==> src/rtl/sbm_pkg.sv <==
// package for the system bus master port: constants and carrier structs
package sbm_pkg;
   localparam int unsigned ADDR_W          = 23;
   localparam int unsigned SEL_W           = 6;
   localparam int unsigned STAT_W          = 3;
   localparam int unsigned RST_DLY_CYC     = 10;
   // bus cycle status codes, low three bits
   localparam logic [2:0]  STAT_IDLE       = 3'h0;
   localparam logic [2:0]  STAT_REQ        = 3'h1;
   localparam logic [2:0]  STAT_READ       = 3'h2;
   localparam logic [2:0]  STAT_WRITE      = 3'h3;
   localparam logic [2:0]  STAT_RESET      = 3'h7;

   typedef enum logic [2:0] {
      SBM_IDLE,
      SBM_REQ,
      SBM_OWN,
      SBM_ADDR,
      SBM_DATA,
      SBM_REL
   } sbm_state_type;

   typedef struct packed {
      logic              valid;
      logic              write;
      logic [ADDR_W-1:0] addr;
   } sbm_req_type;

   typedef struct packed {
      sbm_state_type     st;
      logic              in_reset;
      logic [RST_DLY_CYC-1:0] rst_sh;
      logic              write;
      logic [ADDR_W-1:0] addr;
      logic              strobe_act;
      logic              own;
      logic              grant_acknowledge_out_act;
      logic [2:0]        status;
      logic              irq;
      logic              done;
   } sbm_regs_type;
endpackage : sbm_pkg

==> src/rtl/sbm_master_port.sv <==
// system bus master port: arbitration, address strobe, direction, interrupt pin
`timescale 1ns/10ps
module sbm_master_port (
   input  wire logic                      ref_clk,
   input  wire logic                      nrst,
   input  wire logic                      bus_convention_strap,
   input  wire sbm_pkg::sbm_req_type      dma_req,
   output logic                           dma_req_ready,
   output logic                           dma_done,
   input  wire logic [15:0]               irq_status,
   input  wire logic [15:0]               irq_mask,
   input  wire logic [sbm_pkg::SEL_W-1:0] register_select_lines,
   output logic [sbm_pkg::SEL_W-1:0]      reg_select_out,
   output logic [sbm_pkg::ADDR_W-1:0]     dma_address_out,
   output logic                           dma_address_oe,
   output logic                           addr_strobe_o,
   output logic                           addr_strobe_oe,
   input  wire logic                      address_strobe_big_i,
   output logic                           dir_o,
   output logic                           dir_oe,
   output logic                           irq_o,
   output logic                           irq_oe,
   output logic [sbm_pkg::STAT_W-1:0]     bus_cycle_status,
   output logic                           request_o,
   output logic                           request_oe,
   input  wire logic                      grant_in_big,
   input  wire logic                      grant_in_little,
   output logic                           grant_acknowledge_out,
   output logic                           grant_acknowledge_oe,
   input  wire logic                      grant_acknowledge_in,
   input  wire logic                      slave_transfer_ack_lo,
   input  wire logic                      slave_transfer_ack_hi,
   output logic                           in_reset_o
);
   sbm_pkg::sbm_regs_type r_ff;
   sbm_pkg::sbm_regs_type nxt_r;
   logic                  big;
   logic                  granted;
   logic                  bus_free;
   logic                  chk_grant;
   logic                  chk_strobe;
   logic                  chk_slaves;
   logic                  chk_master;
   logic [15:0]           irq_live;

   assign big = bus_convention_strap;

   // per-source gate: a pending source counts only while its mask enables it
   for (genvar g = 0; g < 16; g++) begin : g_irq_gate
      assign irq_live[g] = irq_status[g] && irq_mask[g];
   end

   // register select is just passed to the register file; latched there
   assign reg_select_out = register_select_lines;
   // four checks before taking the bus in big mode; strobes are active low
   // each check named, so a stuck wire shows which one holds us off
   assign chk_grant  = !grant_in_big;
   assign chk_strobe = address_strobe_big_i;
   assign chk_slaves = slave_transfer_ack_lo && slave_transfer_ack_hi;
   assign chk_master = grant_acknowledge_in;
   assign bus_free   = chk_grant && chk_strobe && chk_slaves && chk_master;
   assign granted = big ? r_ff.grant_acknowledge_out_act : grant_in_little;

   always_comb begin
      nxt_r = r_ff;
      nxt_r.done = 1'b0;
      nxt_r.irq = |irq_live;
      if (r_ff.in_reset) begin
         nxt_r.st = sbm_pkg::SBM_IDLE;
         nxt_r.own = 1'b0;
         nxt_r.grant_acknowledge_out_act = 1'b0;
         nxt_r.strobe_act = 1'b0;
         nxt_r.status = sbm_pkg::STAT_RESET;
         nxt_r.in_reset = 1'b0;
      end else begin
         case (r_ff.st)
            sbm_pkg::SBM_IDLE: begin
               nxt_r.status = sbm_pkg::STAT_IDLE;
               if (dma_req.valid) begin
                  nxt_r.write = dma_req.write;
                  nxt_r.addr = dma_req.addr;
                  nxt_r.st = sbm_pkg::SBM_REQ;
                  nxt_r.status = sbm_pkg::STAT_REQ;
               end
            end
            sbm_pkg::SBM_REQ: begin
               if (big && bus_free)
                  nxt_r.grant_acknowledge_out_act = 1'b1;
               if (granted) begin
                  nxt_r.own = 1'b1;
                  // status turns to read or write as soon as the pins are ours
                  nxt_r.status = r_ff.write ? sbm_pkg::STAT_WRITE : sbm_pkg::STAT_READ;
                  nxt_r.st = sbm_pkg::SBM_OWN;
               end
            end
            sbm_pkg::SBM_OWN: begin
               // two cycles of bus with strobe idle (here and in SBM_ADDR) before the address edge
               nxt_r.status = r_ff.write ? sbm_pkg::STAT_WRITE : sbm_pkg::STAT_READ;
               nxt_r.st = sbm_pkg::SBM_ADDR;
            end
            sbm_pkg::SBM_ADDR: begin
               nxt_r.strobe_act = 1'b1;
               nxt_r.st = sbm_pkg::SBM_DATA;
            end
            sbm_pkg::SBM_DATA: begin
               // slaves ack low; end the cycle when any acknowledges
               if (!slave_transfer_ack_lo || !slave_transfer_ack_hi) begin
                  nxt_r.strobe_act = 1'b0;
                  nxt_r.done = 1'b1;
                  nxt_r.st = sbm_pkg::SBM_REL;
               end
            end
            sbm_pkg::SBM_REL: begin
               nxt_r.own = 1'b0;
               nxt_r.grant_acknowledge_out_act = 1'b0;
               nxt_r.status = sbm_pkg::STAT_IDLE;
               nxt_r.st = sbm_pkg::SBM_IDLE;
            end
            default: nxt_r.st = sbm_pkg::SBM_IDLE;
         endcase
      end
   end

   always_ff @(posedge ref_clk) begin
      if (!nrst) begin
         // reset held low: shift in ones, the tenth edge enters reset state
         // a shifter, not a counter, so an unknown power-up value still settles
         if (r_ff.rst_sh[sbm_pkg::RST_DLY_CYC-2]) begin
            r_ff          <= '0;
            r_ff.rst_sh   <= '1;
            r_ff.in_reset <= 1'b1;
            r_ff.status   <= sbm_pkg::STAT_RESET;
         end else begin
            r_ff        <= nxt_r;
            r_ff.rst_sh <= {r_ff.rst_sh[sbm_pkg::RST_DLY_CYC-2:0], 1'b1};
         end
      end else begin
         r_ff        <= nxt_r;
         r_ff.rst_sh <= '0;
      end
   end

   // address, strobe and direction float unless we own the bus
   always_comb begin
      dma_address_out = r_ff.addr;
      dma_address_oe  = r_ff.own;
      addr_strobe_oe  = r_ff.own;
      dir_oe          = r_ff.own;
      if (big) begin
         // strobe active low: falls on valid address, rises at cycle end
         addr_strobe_o         = !r_ff.strobe_act;
         dir_o                 = !r_ff.write;
         // open drain interrupt: drive low only, else release
         irq_o                 = 1'b0;
         irq_oe                = r_ff.irq;
         request_o             = 1'b0;
         request_oe            = (r_ff.st == sbm_pkg::SBM_REQ);
         grant_acknowledge_out = 1'b0;
         grant_acknowledge_oe  = r_ff.grant_acknowledge_out_act;
      end else begin
         addr_strobe_o         = r_ff.strobe_act;
         dir_o                 = r_ff.write;
         irq_o                 = r_ff.irq;
         irq_oe                = 1'b1;
         // hold stays up through the release state, so the bus is not lost early
         request_o             = (r_ff.st != sbm_pkg::SBM_IDLE);
         request_oe            = 1'b1;
         // grant acknowledge has no use in the little convention
         grant_acknowledge_out = 1'b0;
         grant_acknowledge_oe  = 1'b0;
      end
   end
   assign bus_cycle_status = r_ff.status;
   assign dma_req_ready = (r_ff.st == sbm_pkg::SBM_IDLE) && !r_ff.in_reset;
   assign dma_done = r_ff.done;
   assign in_reset_o = r_ff.in_reset;
endmodule : sbm_master_port

==> config.mk <==
export PLATFORM = sky130hd
export DESIGN_NAME = sbm_master_port
export DESIGN_NICKNAME = d
export VERILOG_FILES = /design/src/rtl/sbm_pkg.sv /design/src/rtl/sbm_master_port.sv
export SDC_FILE = /design/constraint.sdc
export NUM_CORES = 1
export LEC_CHECK = 0
export BUFFER_PORTS_ARGS = -buffer_cell sky130_fd_sc_hd__buf_4
export CELL_PAD_IN_SITES_DETAIL_PLACEMENT = 2
export CELL_PAD_IN_SITES_GLOBAL_PLACEMENT = 2
export CORE_UTILIZATION = 23
export CTS_CLUSTER_DIAMETER = 150
export DETAILED_ROUTE_END_ITERATION = 10
export PLACE_DENSITY = 0.78
export SYNTH_ARGS = -nofsm -noshare
export SYNTH_HDL_FRONTEND = slang
export SYNTH_SLANG_ARGS = --single-unit
export TNS_END_PERCENT = 100
==> constraint.sdc <==
create_clock -name ref_clk -period 1.5 [get_ports ref_clk]
set_input_delay 0.225 -clock ref_clk [delete_from_list [all_inputs] [get_ports ref_clk]]
set_output_delay 0.225 -clock ref_clk [all_outputs]
set_load 0.02 [all_outputs]
Word-level counts from Yosys, hierarchy flattened
Cells that the tools add are included.
{"block": "totals", "ff_bits": 45, "in_bits": 72, "out_inout_bits": 46, "word_cells": 79}
{"block": "op_classes", "eq_ne": 5, "n_mux": 31, "n_reduce_logical": 32}
{"op": "46-bit two-way mux", "n": 2}
{"op": "24-bit two-way mux", "n": 3}
{"op": "1-bit logical AND", "n": 22}
{"op": "1-bit two-way mux", "n": 16}
{"op": "16-bit OR reduction", "n": 1}
{"op": "3-bit two-way mux", "n": 5}
{"op": "3-bit one-hot mux with 5 select lines", "n": 1}
{"op": "3-bit one-hot mux with 4 select lines", "n": 1}
{"op": "3-bit by 2-bit == test with 1-bit output, second input constant", "n": 2}
{"op": "3-bit == test, second input constant", "n": 2}
{"op": "1-bit zero test", "n": 6}
{"op": "6-bit two-way mux", "n": 1}
{"op": "2-bit one-hot mux with 2 select lines", "n": 1}
{"op": "3-bit by 1-bit == test with 1-bit output, second input constant", "n": 1}
{"op": "3-bit zero test", "n": 1}
{"op": "3-bit nonzero test", "n": 1}
{"op": "1-bit one-hot mux with 2 select lines", "n": 1}
{"op": "1-bit logical OR", "n": 1}

Depth between registers and ports, before layout
{"block": "logic_depth", "depth_word": 10, "mapped_depth": 7, "ltp_nobuf": 4}

Worst setup path before layout
OpenSTA, ideal clock, no wires.
{"block": "synth_path", "kind": "register -> register", "start": "register r_ff, in the netlist in_reset_o", "end": "register r_ff, in the netlist dma_address_out[10]", "setup_time_ns": 0.141, "arrival_time_ns": 1.422, "required_ns": 1.359, "slack_ns": -0.063, "stages_incl_launch_ff": 6, "n_path_buf": 1, "synth_period_minus_slack_ns": 1.563, "path_cell_list": "dfxtp_1 nor4_4 nand2_1 clkbuf_1 nand2_1 a21oi_2"}
{"block": "synth_between", "elab_chain_len": 3}
{"element": "start: declaration", "line_no": "sbm_master_port.sv:35", "source": "sbm_pkg::sbm_regs_type r_ff;"}
{"element": "start signal: assignment", "line_no": "sbm_master_port.sv:134", "source": "r_ff <= nxt_r;"}
{"element": "start signal: assignment", "line_no": "sbm_master_port.sv:138", "source": "r_ff <= nxt_r;"}
{"element": "24-bit two-way mux (*)", "line_no": "sbm_master_port.sv:68", "source": "if (r_ff.in_reset) begin"}
{"element": "46-bit two-way mux", "line_no": "sbm_master_port.sv:128", "source": "if (r_ff.rst_sh[sbm_pkg::RST_DLY_CYC-2]) begin"}
{"element": "46-bit two-way mux (*)", "line_no": "sbm_master_port.sv:125", "source": "if (!nrst) begin"}
Every way passes the cells marked *; elsewhere a longest branch is shown, timed or not.
A chain may end at the register's enable or synchronous reset.

Worst setup path in the final report
{"block": "layout_path", "start": "register r_ff[44] (netlist name)", "end": "output port dma_req_ready"}
{"block": "layout_between", "elab_chain_len": 2}
{"element": "3-bit zero test", "line_no": "sbm_master_port.sv:174", "source": "assign dma_req_ready = (r_ff.st == sbm_pkg::SBM_IDLE) && !r_ff.in_reset;"}
{"element": "1-bit logical AND", "line_no": "sbm_master_port.sv:174"}
{"element": "end: declaration", "line_no": "sbm_master_port.sv:8", "source": "output logic dma_req_ready,"}
No other way between the ends.

==> results.md <==
* Clock power share at 12.8%
* Post-detailed-route count of antenna-violating nets at 0
* Worst Skew at 7.74 ps
* Ant. Diodes at 0
* Compound-Gate Fraction of Synth Area at 15.3%
* Via count at 1855
* Fin. max-slew vios at 0
* Distinct cell type count after synthesis at 35
* Clock net sink count at 45
* Starting density of the core at 24.0%
* Startpoint Class: flip-flop
* Setup crit start: r_ff[44]
* Leak Pwr at about 1.3 nW
* Number of flops mapped to enable cells by yosys at 0
* Routed len/inst at 13.9 um
* Synth Area in Adders at 0%
* Chip Height at 97.5 um
* DRC at 0
* Clock-pin slew on the worst setup and hold paths at 90 ps
* Sequential share of power at between 30% and 40%
* Hold Path Class: in2reg
* Max Buffers Root-to-Sink at 2
* Final setup viols at 0
* Final nets at 391
* Hpwl dp at about 4.7 mm
* Vias in the first global route at between 2000 and 2500
* Status: completed
* Largest net degree at the start of global routing at 25
* CTS root buf: clkbuf_8
* Post-synthesis xor/xnor area fraction at 0.834%
* DR iter-0 viols at 15
* Psw at 2.37 mW
* R2r startpoint: r_ff[44]
* Initial antenna violation count at 0
* Avg Synthesized Cell Area at 8.43 um2
* Minimum clock period after layout at 1450 ps
* Cell area after synthesis at 0.00210 mm2
* P_int at 3.34 mW
* Cell Area, Placed at roughly 0.0027 mm2
* Synthesized flop and latch total at between 40 and 50
* Req. time, crit path at between 1000 and 1500 ps
* Async SR Flop Fraction at 0%
* RSZ-0062 raised after global routing: yes
* Syn_nets at around 320
* Fin area at 0.00283 mm2
* Layout cells sized above 1 at 43.8%
* Clk_lat worst skew at 290 ps
* Worst EP arrival at 1220 ps
* Die Span X at roughly 98 um
* Site Rows at 34
* Total gr overflow at 0
* H-tree depth at 2
* Sum of negative setup slack at 0 ps
* Hold-fix buffers, CTS at 0
* Mux cell area share after synthesis at 2.03%
* Pre-antenna DRT Iters at 3
* Sw frac at 41.5%
* Pwr Density at 2020 mW/mm2
* Post-DR vias/cell at 4.33
* Post-Synth Simple-Gate Area at between 20% and 30%
* RD Place Congestion at 0.722
* Sequential fraction of the synthesis area at between 40% and 50%
* Final Cycle Share at 96.5%
* Worst vdd ir at 582 uV
* CP Max Fanout at 3
* Worst setup EP type: primary output
* IO Pins at 118
* Core area at between 0.008 and 0.009 mm2
* Final wirelength at 5.96 mm
* Synth Instances at 249
* YS warnings at 0
* GRT Total Usage at 12.7%
* Die area at 0.00951 mm2
* First-pass GRT wire length at 9.80 mm
* Hold Violations, Final at 0
* Largest family of logic cells by synthesized area: simple AND/OR/NAND/NOR gates
* Comb pwr share at between 50% and 60%
* Port bufs at 104
* Top FF cell, synth: dfxtp_1
* Worst hold start: nrst
* Setup CP Type: reg2out
* Fmax at 0.691 GHz
* Maxcap violations at 0
* Area Overhead vs Synth at 34.6%
* Total CTS buffers at 5
* CTS tree: done
-- final cells by class --
class	count	area, um2
Inverter	2	7.51
Tap cell	108	135
Clock inverter	2	10.0
Timing Repair Buffer	113	860
Sequential cell	45	905
Multi-Input combinational cell	152	837
Fill cell	1030	5940
Clock buffer	6	72.6
-- cell families after synthesis --
group | after synthesis
buffers and inverters | 52
AND/OR/NAND/NOR | 98
flip-flops | 45
AO/OA/AOI/OAI | 47
multiplexers | 4
XOR/XNOR | 2
other | 1
-- flip-flops by register name (all words and copies together), names as in the netlist --
| register | flops |
|---|---|
| addr_strobe_oe | 1 |
| dma_done | 1 |
| r_ff | 7 |
| dma_address_out | 23 |
| in_reset_o | 1 |
| bus_cycle_status | 3 |
| nxt_r | 9 |
-- through the flow --
stage          utilization, %  cells  hold WS, ps  total power, mW  setup slack, ps
2_1_floorplan               -    249          359             4.29            -21.8
3_3_place_gp             31.0    420          416             4.87              137
3_5_place_dp             31.0    420          425             5.00             43.8
4_1_cts                  32.1    428          157             5.80             3.17
5_1_grt                  32.3    428          166             6.14            -11.4
6_report                 32.3    428          170             5.71             52.3
-- worst paths after layout --
path / endpoint / slack, ps / cells past startpoint
min: nxt_r[32] / 170 / 2
max reg2reg: dma_address_out[20] / 100 / 5
max: dma_req_ready / 50 / 2
min reg2reg: nxt_r[39] / 440 / 2
-- layer usage --
layer	global-route usage (%)	wire length, um	share of wire, %
met2	23.6	3130	52
met4	4.52	82	1.4
met3	2.23	275	4.6
met1	14.4	2470	42
met5	0	0	0
-- worst max-delay path: stages (launching register included) --
cell	delay (ps)
dfxtp_2	350
nor4_4	370
buf_4	220
-- synth_stat cells, types with 2 or more instances --
library cell | n | share of area [%]
a211oi_1 | 2 | 0.71
a21oi_1 | 19 | 4.5
a21oi_2 | 9 | 3.8
a221oi_1 | 3 | 1.3
a22o_1 | 3 | 1.3
a22oi_1 | 2 | 0.71
a31oi_1 | 2 | 0.60
and2_1 | 2 | 0.60
buf_2 | 6 | 1.4
buf_4 | 35 | 13
buf_6 | 3 | 1.6
buf_8 | 2 | 1.4
clkbuf_1 | 4 | 0.71
dfxtp_1 | 45 | 43
inv_1 | 2 | 0.36
mux2_2 | 2 | 1.1
mux2i_1 | 2 | 0.95
nand2_1 | 58 | 10
nand4_1 | 2 | 0.60
nor2_1 | 22 | 3.9
nor2b_1 | 5 | 1.5
nor3_1 | 3 | 0.71
o21ai_0 | 3 | 0.71
xor2_1 | 2 | 0.83
-- what timing repair did --
action,in CTS,in global routing
cloned,0,0
resized for setup,4,5
pin swaps,0,1
setup endpoints to repair,2,23
buffers inserted,0,0
-- power by group through the flow --
stage               Combinational, mW  Clock [mW]  Sequential, mW
finish                           3.01       0.730            1.97
detailed placement               3.02           0            1.98
CTS                              3.04       0.780            1.98
global placement                 2.90           0            1.97
floorplan                        2.39           0            1.90
global route                     3.27       0.827            2.05
-- layout by cell type (no fill, tap or decap), types with 3 or more instances in the layout --
| cell type | count |
|---|---|
| buf_4 | 110 |
| nand2_1 | 56 |
| dfxtp_1 | 42 |
| nor2_1 | 21 |
| a21oi_1 | 19 |
| a21oi_2 | 9 |
| nor2b_1 | 5 |
| clkbuf_8 | 5 |
| o21ai_0 | 3 |
| a22o_1 | 3 |
| a221oi_1 | 3 |
| buf_6 | 3 |
| dfxtp_2 | 3 |
Note: power is estimated with default switching activity, not from simulation.
